File: src/cbg_pkg.sv
// Shared constants for the cell balance gating and timing block
package cbg_pkg;

  // ****************************************************************
  // Register offsets
  // ****************************************************************
  localparam logic [7:0] MAX_DIFF_LOW_ADDR    = 8'h22;
  localparam logic [7:0] MAX_DIFF_HIGH_ADDR   = 8'h23;
  localparam logic [7:0] ON_TIME_LOW_ADDR     = 8'h24;
  localparam logic [7:0] ON_TIME_HIGH_ADDR    = 8'h25;
  localparam logic [7:0] OFF_TIME_LOW_ADDR    = 8'h26;
  localparam logic [7:0] OFF_TIME_HIGH_ADDR   = 8'h27;
  localparam logic [7:0] COLD_LIMIT_LOW_ADDR  = 8'h28;
  localparam logic [7:0] COLD_LIMIT_HIGH_ADDR = 8'h29;

  // ****************************************************************
  // Reset values
  // ****************************************************************
  localparam logic [7:0] MAX_DIFF_LOW_RST     = 8'hab;
  localparam logic [3:0] MAX_DIFF_HIGH_RST    = 4'h1;
  localparam logic [7:0] ON_TIME_LOW_RST      = 8'h02;
  localparam logic [3:0] ON_TIME_HIGH_RST     = 4'h8;
  localparam logic [7:0] OFF_TIME_LOW_RST     = 8'h02;
  localparam logic [3:0] OFF_TIME_HIGH_RST    = 4'h8;
  localparam logic [7:0] COLD_LIMIT_LOW_RST   = 8'hf2;
  localparam logic [3:0] COLD_LIMIT_HIGH_RST  = 4'hb;

  // ****************************************************************
  // Field layout of the high bytes
  // ****************************************************************
  localparam int THR_HIGH_MSB   = 3;
  localparam int TIME_HIGH_MSB  = 1;
  localparam int TIME_UNIT_MSB  = 3;
  localparam int TIME_UNIT_LSB  = 2;

  // ****************************************************************
  // Sizes and unit encodings
  // ****************************************************************
  localparam int NUM_CELLS = 8;
  localparam int NUM_THERM = 2;
  localparam int VOLT_W    = 12;
  localparam int COUNT_W   = 10;

  typedef enum logic [1:0] {
    CBG_UNIT_US  = 2'h0,
    CBG_UNIT_MS  = 2'h1,
    CBG_UNIT_SEC = 2'h2,
    CBG_UNIT_MIN = 2'h3
  } cbg_unit_t;

  // ****************************************************************
  // Timing
  // ****************************************************************
  localparam int CLK_PERIOD_PS = 5000;
  localparam int US_PS         = 1000000;
  localparam int US_PER_MS     = 1000;
  localparam int MS_PER_SEC    = 1000;
  localparam int SEC_PER_MIN   = 60;
  localparam int CYC_PER_US    = US_PS / CLK_PERIOD_PS;

  localparam logic [7:0] CYC_US_LAST  = 8'(CYC_PER_US - 1);
  localparam logic [9:0] US_MS_LAST   = 10'(US_PER_MS - 1);
  localparam logic [9:0] MS_SEC_LAST  = 10'(MS_PER_SEC - 1);
  localparam logic [5:0] SEC_MIN_LAST = 6'(SEC_PER_MIN - 1);

endpackage

File: src/cbg_balance_ctrl.sv
// Cell balance decision, fault and on/off timing logic with its registers
`timescale 1ns/1ps
`default_nettype none

// What this block does
// - Maximum differential threshold is 12 bits: low byte at 0x22, nibble at 0x23.
// - Balance cell when its excess over lowest cell is above min, not above max.
// - No balancing for a cell below low limit or above high limit.
// - Excess above maximum disables that cell, sets cell fault, disables the pack.
// - Raising the cell differential fault starts an open-wire test.
// - Differential code maps to volts as code times 14.4 over 12285.
// - On-time is 10-bit count at 0x24 and 0x25[1:0], unit at 0x25[3:2].
// - On-time unit: 00 us, 01 ms, 10 s, 11 min.
// - Outputs stay on for on-time count times on-time unit each cycle.
// - Off-time is 10-bit count at 0x26 and 0x27[1:0], unit at 0x27[3:2].
// - Off-time unit uses the same mapping as the on-time unit.
// - After each on period outputs stay off for off count times unit.
// - Cold threshold is 12 bits: low byte at 0x28, nibble at 0x29.
// - Set cold fault when either thermistor voltage exceeds the cold threshold.
// - Cold fault stops device balancing unless host balance control is set.
// - Clear cold fault when both thermistors fall below recovery; balancing resumes.
module cbg_balance_ctrl (
  input  wire logic                                         core_clk_in,
  input  wire logic                                         arst_n_in,
  input  wire logic                                         ce_in,
  input  wire logic [7:0]                                   reg_addr_in,
  input  wire logic [7:0]                                   reg_wdata_in,
  input  wire logic                                         reg_wr_in,
  input  wire logic                                         reg_rd_in,
  output logic      [7:0]                                   reg_rdata_out,
  input  wire logic                                         scan_done_in,
  input  wire logic [cbg_pkg::NUM_CELLS*cbg_pkg::VOLT_W-1:0] cell_volt_in,
  input  wire logic [cbg_pkg::NUM_THERM*cbg_pkg::VOLT_W-1:0] therm_volt_in,
  input  wire logic [cbg_pkg::VOLT_W-1:0]                   min_diff_threshold_in,
  input  wire logic [cbg_pkg::VOLT_W-1:0]                   balance_low_voltage_limit_in,
  input  wire logic [cbg_pkg::VOLT_W-1:0]                   balance_high_voltage_limit_in,
  input  wire logic [cbg_pkg::VOLT_W-1:0]                   cold_recovery_threshold_in,
  input  wire logic                                         host_balance_control_in,
  output logic      [cbg_pkg::NUM_CELLS-1:0]                balance_outputs_out,
  output logic                                              cell_diff_fault_out,
  output logic                                              pack_disable_out,
  output logic                                              open_wire_start_out,
  output logic                                              cold_fault_out
);

  // ****************************************************************
  // Configuration registers
  // ****************************************************************
  logic [7:0] max_diff_low_reg;
  logic [3:0] max_diff_high_reg;
  logic [7:0] on_time_low_reg;
  logic [3:0] on_time_high_reg;
  logic [7:0] off_time_low_reg;
  logic [3:0] off_time_high_reg;
  logic [7:0] cold_limit_low_reg;
  logic [3:0] cold_limit_high_reg;

  logic [cbg_pkg::VOLT_W-1:0]  max_diff_threshold;
  logic [cbg_pkg::VOLT_W-1:0]  cold_threshold;
  logic [cbg_pkg::COUNT_W-1:0] on_time_count;
  logic [1:0]                  on_time_unit;
  logic [cbg_pkg::COUNT_W-1:0] off_time_count;
  logic [1:0]                  off_time_unit;

  assign max_diff_threshold = {max_diff_high_reg, max_diff_low_reg};
  assign cold_threshold     = {cold_limit_high_reg, cold_limit_low_reg};
  assign on_time_count  = {on_time_high_reg[cbg_pkg::TIME_HIGH_MSB:0], on_time_low_reg};
  assign on_time_unit   = on_time_high_reg[cbg_pkg::TIME_UNIT_MSB:cbg_pkg::TIME_UNIT_LSB];
  assign off_time_count = {off_time_high_reg[cbg_pkg::TIME_HIGH_MSB:0], off_time_low_reg};
  assign off_time_unit  = off_time_high_reg[cbg_pkg::TIME_UNIT_MSB:cbg_pkg::TIME_UNIT_LSB];

  // Upper nibble of each high byte is not stored
  always_ff @(posedge core_clk_in or negedge arst_n_in) begin
    if (!arst_n_in) begin
      max_diff_low_reg    <= cbg_pkg::MAX_DIFF_LOW_RST;
      max_diff_high_reg   <= cbg_pkg::MAX_DIFF_HIGH_RST;
      on_time_low_reg     <= cbg_pkg::ON_TIME_LOW_RST;
      on_time_high_reg    <= cbg_pkg::ON_TIME_HIGH_RST;
      off_time_low_reg    <= cbg_pkg::OFF_TIME_LOW_RST;
      off_time_high_reg   <= cbg_pkg::OFF_TIME_HIGH_RST;
      cold_limit_low_reg  <= cbg_pkg::COLD_LIMIT_LOW_RST;
      cold_limit_high_reg <= cbg_pkg::COLD_LIMIT_HIGH_RST;
    end else if (ce_in && reg_wr_in) begin
      case (reg_addr_in)
        cbg_pkg::MAX_DIFF_LOW_ADDR:    max_diff_low_reg    <= reg_wdata_in;
        cbg_pkg::MAX_DIFF_HIGH_ADDR:   max_diff_high_reg   <= reg_wdata_in[cbg_pkg::THR_HIGH_MSB:0];
        cbg_pkg::ON_TIME_LOW_ADDR:     on_time_low_reg     <= reg_wdata_in;
        cbg_pkg::ON_TIME_HIGH_ADDR:    on_time_high_reg    <= reg_wdata_in[cbg_pkg::THR_HIGH_MSB:0];
        cbg_pkg::OFF_TIME_LOW_ADDR:    off_time_low_reg    <= reg_wdata_in;
        cbg_pkg::OFF_TIME_HIGH_ADDR:   off_time_high_reg   <= reg_wdata_in[cbg_pkg::THR_HIGH_MSB:0];
        cbg_pkg::COLD_LIMIT_LOW_ADDR:  cold_limit_low_reg  <= reg_wdata_in;
        cbg_pkg::COLD_LIMIT_HIGH_ADDR: cold_limit_high_reg <= reg_wdata_in[cbg_pkg::THR_HIGH_MSB:0];
        default: begin
        end
      endcase
    end
  end

  // ****************************************************************
  // Register read
  // ****************************************************************
  logic [7:0] read_mux;

  always_comb begin
    case (reg_addr_in)
      cbg_pkg::MAX_DIFF_LOW_ADDR:    read_mux = max_diff_low_reg;
      cbg_pkg::MAX_DIFF_HIGH_ADDR:   read_mux = {4'h0, max_diff_high_reg};
      cbg_pkg::ON_TIME_LOW_ADDR:     read_mux = on_time_low_reg;
      cbg_pkg::ON_TIME_HIGH_ADDR:    read_mux = {4'h0, on_time_high_reg};
      cbg_pkg::OFF_TIME_LOW_ADDR:    read_mux = off_time_low_reg;
      cbg_pkg::OFF_TIME_HIGH_ADDR:   read_mux = {4'h0, off_time_high_reg};
      cbg_pkg::COLD_LIMIT_LOW_ADDR:  read_mux = cold_limit_low_reg;
      cbg_pkg::COLD_LIMIT_HIGH_ADDR: read_mux = {4'h0, cold_limit_high_reg};
      default:                       read_mux = 8'h00;
    endcase
  end

  always_ff @(posedge core_clk_in or negedge arst_n_in) begin
    if (!arst_n_in) begin
      reg_rdata_out <= 8'h00;
    end else if (ce_in && reg_rd_in) begin
      reg_rdata_out <= read_mux;
    end
  end

  // ****************************************************************
  // Per-cell balance decision
  // ****************************************************************
  // Differential thresholds share the cell code scale, so codes compare directly
  logic [cbg_pkg::VOLT_W-1:0]    lowest_cell;
  logic [cbg_pkg::NUM_CELLS-1:0] cell_enable;
  logic [cbg_pkg::NUM_CELLS-1:0] cell_over_max;

  always_comb begin
    lowest_cell = cell_volt_in[cbg_pkg::VOLT_W-1:0];
    for (int i = 1; i < cbg_pkg::NUM_CELLS; i++) begin
      if (cell_volt_in[i*cbg_pkg::VOLT_W +: cbg_pkg::VOLT_W] < lowest_cell) begin
        lowest_cell = cell_volt_in[i*cbg_pkg::VOLT_W +: cbg_pkg::VOLT_W];
      end
    end
  end

  generate
    for (genvar g = 0; g < cbg_pkg::NUM_CELLS; g++) begin : gen_cell
      logic [cbg_pkg::VOLT_W-1:0] volt;
      logic [cbg_pkg::VOLT_W-1:0] excess;
      logic                       in_window;
      assign volt      = cell_volt_in[g*cbg_pkg::VOLT_W +: cbg_pkg::VOLT_W];
      assign excess    = volt - lowest_cell;
      assign in_window = (volt >= balance_low_voltage_limit_in) &&
                         (volt <= balance_high_voltage_limit_in);
      assign cell_over_max[g] = (excess > max_diff_threshold);
      assign cell_enable[g]   = in_window && (excess > min_diff_threshold_in) &&
                                !cell_over_max[g];
    end
  endgenerate

  logic [cbg_pkg::NUM_CELLS-1:0] balance_mask_reg;

  // Decisions refresh only on a completed scan
  always_ff @(posedge core_clk_in or negedge arst_n_in) begin
    if (!arst_n_in) begin
      balance_mask_reg <= 8'h00;
    end else if (ce_in && scan_done_in) begin
      balance_mask_reg <= cell_enable;
    end
  end

  // ****************************************************************
  // Cell differential fault
  // ****************************************************************
  logic diff_fault_now;

  assign diff_fault_now = |cell_over_max;

  always_ff @(posedge core_clk_in or negedge arst_n_in) begin
    if (!arst_n_in) begin
      cell_diff_fault_out <= 1'b0;
      pack_disable_out    <= 1'b0;
      open_wire_start_out <= 1'b0;
    end else if (ce_in) begin
      open_wire_start_out <= 1'b0;
      if (scan_done_in) begin
        cell_diff_fault_out <= diff_fault_now;
        pack_disable_out    <= diff_fault_now;
        open_wire_start_out <= diff_fault_now && !cell_diff_fault_out;
      end
    end
  end

  // ****************************************************************
  // Cold fault
  // ****************************************************************
  logic therm_any_hot;
  logic therm_all_rec;

  always_comb begin
    therm_any_hot = 1'b0;
    therm_all_rec = 1'b1;
    for (int t = 0; t < cbg_pkg::NUM_THERM; t++) begin
      if (therm_volt_in[t*cbg_pkg::VOLT_W +: cbg_pkg::VOLT_W] > cold_threshold) begin
        therm_any_hot = 1'b1;
      end
      if (therm_volt_in[t*cbg_pkg::VOLT_W +: cbg_pkg::VOLT_W] >= cold_recovery_threshold_in) begin
        therm_all_rec = 1'b0;
      end
    end
  end

  // Setting takes priority over recovery on the same scan
  always_ff @(posedge core_clk_in or negedge arst_n_in) begin
    if (!arst_n_in) begin
      cold_fault_out <= 1'b0;
    end else if (ce_in && scan_done_in) begin
      if (therm_any_hot) begin
        cold_fault_out <= 1'b1;
      end else if (therm_all_rec) begin
        cold_fault_out <= 1'b0;
      end
    end
  end

  // ****************************************************************
  // On/off cycle sequencer
  // ****************************************************************
  typedef enum logic [1:0] {
    CBG_IDLE,
    CBG_ON,
    CBG_OFF
  } cbg_phase_t;

  cbg_phase_t                  phase_reg;
  cbg_phase_t                  phase_next;
  logic                        permit;
  logic                        timer_start;
  logic                        timer_done;
  logic [cbg_pkg::COUNT_W-1:0] timer_count;
  logic [1:0]                  timer_unit;

  assign permit = !cell_diff_fault_out &&
                  !(cold_fault_out && !host_balance_control_in);

  always_comb begin
    phase_next  = phase_reg;
    timer_start = 1'b0;
    case (phase_reg)
      CBG_IDLE: begin
        if (permit) begin
          phase_next  = CBG_ON;
          timer_start = 1'b1;
        end
      end
      CBG_ON: begin
        if (!permit) begin
          phase_next = CBG_IDLE;
        end else if (timer_done) begin
          phase_next  = CBG_OFF;
          timer_start = 1'b1;
        end
      end
      CBG_OFF: begin
        if (!permit) begin
          phase_next = CBG_IDLE;
        end else if (timer_done) begin
          phase_next  = CBG_ON;
          timer_start = 1'b1;
        end
      end
      default: begin
        phase_next = CBG_IDLE;
      end
    endcase
  end

  assign timer_count = (phase_next == CBG_ON) ? on_time_count : off_time_count;
  assign timer_unit  = (phase_next == CBG_ON) ? on_time_unit : off_time_unit;

  always_ff @(posedge core_clk_in or negedge arst_n_in) begin
    if (!arst_n_in) begin
      phase_reg <= CBG_IDLE;
    end else if (ce_in) begin
      phase_reg <= phase_next;
    end
  end

  cbg_period_timer u_timer (
    .core_clk_in (core_clk_in),
    .arst_n_in   (arst_n_in),
    .ce_in       (ce_in),
    .start_in    (timer_start),
    .count_in    (timer_count),
    .unit_in     (timer_unit),
    .done_out    (timer_done)
  );

  // ****************************************************************
  // Balance outputs
  // ****************************************************************
  always_ff @(posedge core_clk_in or negedge arst_n_in) begin
    if (!arst_n_in) begin
      balance_outputs_out <= 8'h00;
    end else if (ce_in) begin
      balance_outputs_out <= (phase_next == CBG_ON) ? balance_mask_reg : 8'h00;
    end
  end

endmodule
`default_nettype wire

File: src/cbg_period_timer.sv
// Period timer counting a 10-bit number of selectable time units
`timescale 1ns/1ps
`default_nettype none

module cbg_period_timer (
  input  wire logic                       core_clk_in,
  input  wire logic                       arst_n_in,
  input  wire logic                       ce_in,
  input  wire logic                       start_in,
  input  wire logic [cbg_pkg::COUNT_W-1:0] count_in,
  input  wire logic [1:0]                 unit_in,
  output logic                            done_out
);

  // ****************************************************************
  // Base tick chain
  // ****************************************************************
  logic [7:0]                  cyc_reg;
  logic [9:0]                  us_reg;
  logic [9:0]                  ms_reg;
  logic [5:0]                  sec_reg;
  logic [cbg_pkg::COUNT_W-1:0] units_reg;
  logic                        running_reg;
  logic                        tick_us;
  logic                        tick_ms;
  logic                        tick_sec;
  logic                        tick_min;
  logic                        unit_tick;

  assign tick_us  = (cyc_reg == cbg_pkg::CYC_US_LAST);
  assign tick_ms  = tick_us && (us_reg == cbg_pkg::US_MS_LAST);
  assign tick_sec = tick_ms && (ms_reg == cbg_pkg::MS_SEC_LAST);
  assign tick_min = tick_sec && (sec_reg == cbg_pkg::SEC_MIN_LAST);

  // Unit decode, same mapping for on and off periods
  always_comb begin
    case (cbg_pkg::cbg_unit_t'(unit_in))
      cbg_pkg::CBG_UNIT_US:  unit_tick = tick_us;
      cbg_pkg::CBG_UNIT_MS:  unit_tick = tick_ms;
      cbg_pkg::CBG_UNIT_SEC: unit_tick = tick_sec;
      cbg_pkg::CBG_UNIT_MIN: unit_tick = tick_min;
      default:               unit_tick = 1'b0;
    endcase
  end

  // Prescalers restart with each period so the first unit is whole
  always_ff @(posedge core_clk_in or negedge arst_n_in) begin
    if (!arst_n_in) begin
      cyc_reg <= 8'h00;
      us_reg  <= 10'h000;
      ms_reg  <= 10'h000;
      sec_reg <= 6'h00;
    end else if (ce_in) begin
      if (start_in || !running_reg) begin
        cyc_reg <= 8'h00;
        us_reg  <= 10'h000;
        ms_reg  <= 10'h000;
        sec_reg <= 6'h00;
      end else begin
        cyc_reg <= tick_us ? 8'h00 : cyc_reg + 8'h01;
        if (tick_us) begin
          us_reg <= tick_ms ? 10'h000 : us_reg + 10'h001;
        end
        if (tick_ms) begin
          ms_reg <= tick_sec ? 10'h000 : ms_reg + 10'h001;
        end
        if (tick_sec) begin
          sec_reg <= tick_min ? 6'h00 : sec_reg + 6'h01;
        end
      end
    end
  end

  // ****************************************************************
  // Unit counter, count times unit
  // ****************************************************************
  always_ff @(posedge core_clk_in or negedge arst_n_in) begin
    if (!arst_n_in) begin
      units_reg   <= 10'h000;
      running_reg <= 1'b0;
      done_out    <= 1'b0;
    end else if (ce_in) begin
      done_out <= 1'b0;
      if (start_in) begin
        units_reg   <= 10'h000;
        running_reg <= 1'b1;
      end else if (running_reg) begin
        if (units_reg == count_in) begin
          running_reg <= 1'b0;
          done_out    <= 1'b1;
        end else if (unit_tick) begin
          units_reg <= units_reg + 10'h001;
        end
      end
    end
  end

endmodule
`default_nettype wire

File: config.mk
export PLATFORM = sky130hd
export DESIGN_NAME = cbg_balance_ctrl
export DESIGN_NICKNAME = d
export VERILOG_FILES = /design/src/cbg_pkg.sv /design/src/cbg_balance_ctrl.sv /design/src/cbg_period_timer.sv
export SDC_FILE = /design/constraint.sdc
export NUM_CORES = 1
export LEC_CHECK = 0
export ABC_AREA = 1
export BUFFER_PORTS_ARGS = -buffer_cell sky130_fd_sc_hd__buf_2
export CORE_AREA = 5 5 257 259
export DETAILED_ROUTE_END_ITERATION = 16
export DIE_AREA = 0 0 262 264
export HOLD_SLACK_MARGIN = 0.02
export SYNTH_ARGS = -nofsm -noshare
export SYNTH_HDL_FRONTEND = slang
export SYNTH_SLANG_ARGS = --single-unit
File: constraint.sdc
create_clock -name core_clk_in -period 6.11 [get_ports core_clk_in]
set_input_delay 0 -clock core_clk_in [delete_from_list [all_inputs] [get_ports core_clk_in]]
set_output_delay 0 -clock core_clk_in [all_outputs]
set_load 0.01 [all_outputs]
=== Word-level counts from Yosys, hierarchy flattened ===
Cells that the tools add are included.

* Flip-flop bits (word level): 123
* Bits in latches: 0
* Memory bits (writable): 0
* Bits in read-only memories: 0
* Input bits: 191
* Output and inout port bits: 20
* Word-level logic and storage cells: 218
* Memories kept: 0

* Add/sub/neg operators: 13
* $mul: 0
* Divide/modulo/power cells: 0
* $lt $le $gt $ge: 43
* Equality and inequality tests: 20
* Shifts and indexed selects: 0
* Multiplexer cells: 50
* Bitwise gates (word level): 0
* Reduce and logical (&&, ||, !) cells: 70

{| class="wikitable"
|+ Operator list
! kind !! number
|-
| 12-bit greater-than comparator || 18
|-
| 12-bit greater-or-equal comparator || 10
|-
| 10-bit 2-to-1 mux || 11
|-
| 12-bit less-or-equal comparator || 8
|-
| 12-bit subtractor || 8
|-
| 12-bit less-than comparator || 7
|-
| 12-bit 2-to-1 mux || 7
|-
| 8-bit by 6-bit equality test with 1-bit output (second input constant) || 8
|-
| 8-bit one-hot mux with 8 select lines || 1
|-
| 1-bit logical AND || 33
|-
| 10-bit by 1-bit adder with 10-bit output (second input constant) || 3
|-
| 2-bit AND reduction || 13
|-
| 8-bit 2-to-1 mux || 3
|-
| 10-bit equality test (second input constant) || 2
|-
| 6-bit 2-to-1 mux || 3
|-
| 1-bit 2-to-1 mux || 16
|-
| 1-bit zero test || 12
|-
| 2-bit 2-to-1 mux || 6
|-
| 2-bit nonzero test || 6
|-
| 10-bit equality test || 1
|-
| 8-bit by 1-bit adder with 8-bit output (second input constant) || 1
|-
| 8-bit equality test (second input constant) || 1
|-
| 8-bit OR reduction || 1
|-
| 6-bit by 1-bit adder with 6-bit output (second input constant) || 1
|-
| other kinds (11) || 16
|}

=== Logic depth before layout (Yosys ltp) ===
* Word-level depth: 19
* Depth in mapped cells: 104
* Gate-level depth less buffers: 93

=== Cells and area by module ===
A second synthesis with hierarchy kept.

* Cell total of the unflattened synthesis: 3441
* Area total of the unflattened synthesis: 23445.0 um2

{| class="wikitable"
|+ By module, submodules not included
! module !! times used !! cells each !! area each (um2) !! seq. area each (um2)
|-
| cbg_balance_ctrl || 1 || 3071 || 20658.6 || 1949.4
|-
| cbg_period_timer || 1 || 370 || 2786.4 || 1151.1
|}

=== Worst setup path after synthesis ===
Ideal clock, no wire load.

* Path type: input port to flip-flop
* Start: input cell_volt_in[11] (netlist name)
* End: register balance_mask_reg[1] (netlist name)
* Library setup time: 0.082 ns
* Arrival: 13.944 ns
* Data required time: 6.028 ns
* Slack: -7.917 ns
* Stages on the path: 80
* Buffers on the path: 12
* Cell sequence: inv_1 ha_1 nand2_1 nor2_1 nand2_1 nor2_1 nand2_2 nand2_4 buf_6 clkbuf_1 nand2_1 o21ai_0 ha_1 a21oi_1 nor2_1 a211oi_1 nand3_2 buf_4 (+44 left out) a21oi_1 inv_1 a21oi_1 nor2_1 nor2_1 nand3_1 nand2_1 nand2_1 ha_1 nand2_1 inv_1 nand2_1 nor4b_1 o21ai_0 o211a_1 a311oi_1 nand3_1 o22ai_1

* Longest elaborated chain between the ends: 18
* Elaborated cells between the ends (all ways): 20
* Those cells by class: add/sub: 1; order compare: 9; mux: 7; reduce/logical: 3

{| class="wikitable"
|+ RTL lines
! item !! RTL line !! text
|-
| start, declared || cbg_balance_ctrl.sv:32 || <nowiki>input wire logic [cbg_pkg::NUM_CELLS*cbg_pkg::VOLT_W-1:0] cell_volt_in,</nowiki>
|-
| 12-bit less-than comparator || cbg_balance_ctrl.sv:137 || <nowiki>if (cell_volt_in[i*cbg_pkg::VOLT_W +: cbg_pkg::VOLT_W] < lowest_cell) begin</nowiki>
|-
| 12-bit 2-to-1 mux * || cbg_balance_ctrl.sv:137 ||
|-
| 12-bit less-than comparator || cbg_balance_ctrl.sv:137 ||
|-
| 12-bit 2-to-1 mux * || cbg_balance_ctrl.sv:137 ||
|-
| 12-bit less-than comparator || cbg_balance_ctrl.sv:137 ||
|-
| 12-bit 2-to-1 mux * || cbg_balance_ctrl.sv:137 ||
|-
| 12-bit less-than comparator || cbg_balance_ctrl.sv:137 ||
|-
| 12-bit 2-to-1 mux * || cbg_balance_ctrl.sv:137 ||
|-
| (+2 left out) || - ||
|-
| 12-bit less-than comparator || cbg_balance_ctrl.sv:137 ||
|-
| 12-bit 2-to-1 mux * || cbg_balance_ctrl.sv:137 ||
|-
| 12-bit less-than comparator || cbg_balance_ctrl.sv:137 ||
|-
| 12-bit 2-to-1 mux * || cbg_balance_ctrl.sv:137 ||
|-
| 12-bit subtractor * || cbg_balance_ctrl.sv:149 || <nowiki>assign excess = volt - lowest_cell;</nowiki>
|-
| 12-bit greater-than comparator, on equally long branches || cbg_balance_ctrl.sv:153, cbg_balance_ctrl.sv:152 ||
|-
| 1-bit logical AND / 1-bit zero test (equally long branches) || cbg_balance_ctrl.sv:153, cbg_balance_ctrl.sv:154 ||
|-
| 1-bit logical AND * || cbg_balance_ctrl.sv:153 || <nowiki>assign cell_enable[g] = in_window && (excess > min_diff_threshold_in) &&</nowiki>
|-
| end signal, assigned || cbg_balance_ctrl.sv:165 || <nowiki>balance_mask_reg <= cell_enable;</nowiki>
|-
| end, declared || cbg_balance_ctrl.sv:158 || <nowiki>logic [cbg_pkg::NUM_CELLS-1:0] balance_mask_reg;</nowiki>
|}

Mark *: on every way between the ends. The rest lies on a longest branch, timed or not.
A chain may end at the register's enable or synchronous reset.

=== Worst setup path in the final report ===
* Start: input cell_volt_in[11] (netlist name)
* End: register open_wire_start_out

* Longest elaborated chain between the ends: 19
* Elaborated cells between the ends (all ways): 33
* Those cells by class: add/sub: 8; order compare: 15; mux: 8; reduce/logical: 2

{| class="wikitable"
|+ RTL lines
! item !! RTL line !! text
|-
| 12-bit less-than comparator || cbg_balance_ctrl.sv:137 ||
|-
| 12-bit 2-to-1 mux || cbg_balance_ctrl.sv:137 ||
|-
| 12-bit less-than comparator || cbg_balance_ctrl.sv:137 ||
|-
| 12-bit 2-to-1 mux || cbg_balance_ctrl.sv:137 ||
|-
| 12-bit less-than comparator || cbg_balance_ctrl.sv:137 ||
|-
| 12-bit 2-to-1 mux || cbg_balance_ctrl.sv:137 ||
|-
| 12-bit less-than comparator || cbg_balance_ctrl.sv:137 ||
|-
| 12-bit 2-to-1 mux || cbg_balance_ctrl.sv:137 ||
|-
| (+3 left out) || - ||
|-
| 12-bit 2-to-1 mux || cbg_balance_ctrl.sv:137 ||
|-
| 12-bit less-than comparator || cbg_balance_ctrl.sv:137 ||
|-
| 12-bit 2-to-1 mux || cbg_balance_ctrl.sv:137 ||
|-
| 12-bit subtractor || cbg_balance_ctrl.sv:149 ||
|-
| 12-bit greater-than comparator || cbg_balance_ctrl.sv:152 || <nowiki>assign cell_over_max[g] = (excess > max_diff_threshold);</nowiki>
|-
| 8-bit OR reduction * || cbg_balance_ctrl.sv:174 || <nowiki>assign diff_fault_now = |cell_over_max;</nowiki>
|-
| 1-bit logical AND * || cbg_balance_ctrl.sv:186 || <nowiki>open_wire_start_out <= diff_fault_now && !cell_diff_fault_out;</nowiki>
|-
| 1-bit 2-to-1 mux * || cbg_balance_ctrl.sv:183 || <nowiki>if (scan_done_in) begin</nowiki>
|-
| end signal, assigned || cbg_balance_ctrl.sv:186 ||
|-
| end, declared || cbg_balance_ctrl.sv:42 || <nowiki>output logic open_wire_start_out,</nowiki>
|}

Marks and branches as above.

==> reports/qor.yml <==
run_status:
  outcome: "complete, but fails checks"
  violations: "setup timing"
final_layout:
  post-route-util_pct: 53.6
  finalNetCount: 5071
  layout_common_cells: "nand2_1, buf_4, ha_1"
  seq_area_um2: 3100
  final_common_cell: "nand2_1"
  area_growth_pct: 46.6
  n_fill_cell: 6073
  multiInputGateArea_um2: 20800
  drive_above_1_share_pct: 33.1
clocking:
  cts_root_buf: "clkbuf_16"
  cts_buffer_depth: 2
  cts_tree: "done"
  cts.htree.levels: 4
  cts_sinks: 123
  clkLatencyLatePin_ps: 420
  numCtsBuffers: 17
  cts.clk_slew.worst_paths_ps: 50
min_path:
  hold_path_depth: 3
  hold_path.startpoint: "reg_wdata_in[0]"
  hp-class: "input pin to flip-flop"
  min_to: "cold_limit_low_reg[0]$_DFFE_PN0P_"
global_route:
  grt_overflow: 0
  antenna_found_initial: 1
  grt_max_degree: 64
  track_usage_pct: 25.4
  grt_pass1_vias: 25600
  grt_pass1_wl_mm: 140
synth:
  synthArstFlopShare_pct: 100
  synth_cell_types: 62
  synth_cells: 3398
  synth_edf_count: 0
  syn_avg_cell_area_um2: 6.85
  yosys_most_used_dff: "dfrtp_1"
  syn-num-nets: 4168
  yosysSeqAreaShare_pct: 13.3
  ys.warnings.count: 0
  synth-seq-cells: 123
  syn-cell-area_um2: 23300
critical_path:
  cp-start-kind: "input pin"
  r2r-start: "pack_disable_out$_DFFE_PN0P_"
  required_ps: 6400
  cpMaxStageDelayCell: "ha_1"
  cp-end-kind: "flip-flop"
  reg2reg_slack_ps: 1700
  critical_path_arrival_ps: 11270
  reg2reg_to: "u_timer.units_reg[8]$_DFFE_PN0P_"
  critPathKind: "input pin to flip-flop"
  critPathMaxFanout: 7
  rr_worst_depth: 17
  cpPeakStageDelay_ps: 330
timing:
  rsz0062_at_grt: "yes"
  finalCritPeriodShare_pct: 180
  fmax_mhz: 91.0
  drv_slew: 0
  finalCriticalPeriod_ps: 10980
  max_slew.worst_pin.slew_ps: 1140
  hold_viol: 0
  finalSetupViolCount: 10
  fin_skew_ps: 7.23
  max_slew_margin_pct: 23.5
  fin_ws_ps: -4870
power_and_ir_drop:
  power.density_nw_per_um2: 692
  clkPwrFrac_pct: 4.5
  p_sw_mw: 11.4
  power.internal_mw: 12.2
  peakVddDrop_v: 0.000298
  seq_power_share_pct: 4.3
  p_sw_share_pct: 48.3
  p_leak_nw: 17.4
  p_total_mw: 23.6
  comb_power_share_pct: 91.2
route:
  via_per_inst: 5.20
  drtPass1Iterations: 6
  drc: 0
  drtAntennaViolNets: 0
  vias: 26900
  drtIter0Drc: 1677
  wl_per_cell_um: 17.9
  totalWireLength_mm: 92.5
floorplan:
  fp.dieW_um: 262
  die_area_um2: 69200
  ioPinCount: 211
  start_util_pct: 36.6
  num_rows: 93
  design.core.area_um2: 63600
  die_h_um: 264
placement:
  place_hpwl_mm: 74.9
  port_buffers: 210
  gp_congestion: 0.979
run:
  maxCapViolCount: 0
==> timing repair <==
item | CTS | global route
gates cloned | 6 | 0
pin swaps | 137 | 146
hold endpoints to repair | 66 | 0
resized for setup | 278 | 195
setup endpoints to repair | 10 | 10
buffers inserted | 63 | 33
hold buffers | 6 | 0
==> cell usage after synthesis, types with 8 or more instances <==
master    count  area [um2]
nand3_1     198         991
a21oi_1     273        1370
nor4_1       13        81.3
o211ai_1     17         128
clkbuf_1     18        67.6
o21ai_0     237        1190
nand2_1     799        3000
nand3b_1     15         113
dfrtp_1     105        2630
nand2_4       8        90.1
inv_1       440        1650
xnor2_1      15         131
xor2_1       42         368
a21o_1        9        67.6
o21ai_1      12        60.1
o22ai_1      12        75.1
nand2_2      42         263
ha_1        579        7240
a211oi_1     29         218
dfstp_2      18         473
nand4_1     117         732
o21a_1       27         203
inv_2        12        45.0
nor2_1      166         623
nor3_1       52         260
o21bai_1     25         188
a221oi_1     11        96.3
==> worst max-delay path: cells and delay by family <==
family / cells / cell delay [ps]
AND/OR/NAND/NOR: 44 / 4620
buffers and inverters: 18 / 2040
AO/OA/AOI/OAI: 16 / 2080
adder cells (fa/ha/maj): 9 / 2490
==> metal layers <==
layer  vias to the layer above  global-route usage, %  wire, um
li1                      13600                      -         -
met1                     12300                   34.7     42100
met2                       824                   42.3     42300
met3                       197                   2.20      4490
met4                         0                   8.51      3630
met5                         -                      0         0
==> power groups by stage <==
stage | clock [mW] | combinational, mW | sequential (mW)
global placement | 0 | 17.6 | 1.02
global route | 1.11 | 23.8 | 1.02
CTS | 1.08 | 19.8 | 1.01
detailed placement | 0 | 17.9 | 1.02
floorplan | 0 | 9.94 | 1.00
finish | 1.06 | 21.6 | 1.01
==> logic make-up after synthesis <==
logic type               share of synthesized area, %
multiplexers                                   0.0860
AO/OA/AOI/OAI                                    17.5
AND/OR/NAND/NOR                                  27.6
adder cells (fa/ha/maj)                          31.1
XOR/XNOR                                         2.14
buffers and inverters                            8.22
flip-flops                                       13.3
==> stage by stage <==
| step | std cells | cell area [um2] | hold slack (ps) | setup slack (ps) | setup TNS (ps) |
|---|---|---|---|---|---|
| global placement | 5034 | 30400 | 130 | -5930 | -57590 |
| CTS | 5139 | 32900 | 34.6 | -4720 | -45920 |
| floorplan | 3398 | 23900 | -296 | -5890 | -56400 |
| detailed placement | 5034 | 30400 | 118 | -6300 | -61250 |
| finish | 5171 | 34100 | 57.0 | -4870 | -47500 |
| global route | 5170 | 34100 | 61.4 | -5540 | -54180 |
==> how the worst max path moves through the flow <==
stage,cells past startpoint,from,slack [ps],endpoint
after floorplan,79,cell_volt_in[6],-5890,balance_mask_reg[1]$_DFFE_PN0P_
after global placement,81,cell_volt_in[11],-5930,open_wire_start_out$_DFFE_PN0P_
after detailed placement,82,cell_volt_in[11],-6300,open_wire_start_out$_DFFE_PN0P_
after CTS,93,cell_volt_in[11],-4720,open_wire_start_out$_DFFE_PN0P_
after global routing,95,cell_volt_in[11],-5540,open_wire_start_out$_DFFE_PN0P_
final,87,cell_volt_in[11],-4870,open_wire_start_out$_DFFE_PN0P_
==> area by class of cell <==
cell class              instances  share of cell area (%)
clock inverters                12                   0.502
clock buffers                  20                    1.31
well taps                     855                    3.13
flip-flops and latches        123                    9.08
diodes                          2                  0.0147
multi-input cells            2792                    61.0
inverters                     456                    5.08
repair buffers                911                    19.8
Power figures use the tool's default switching activity.
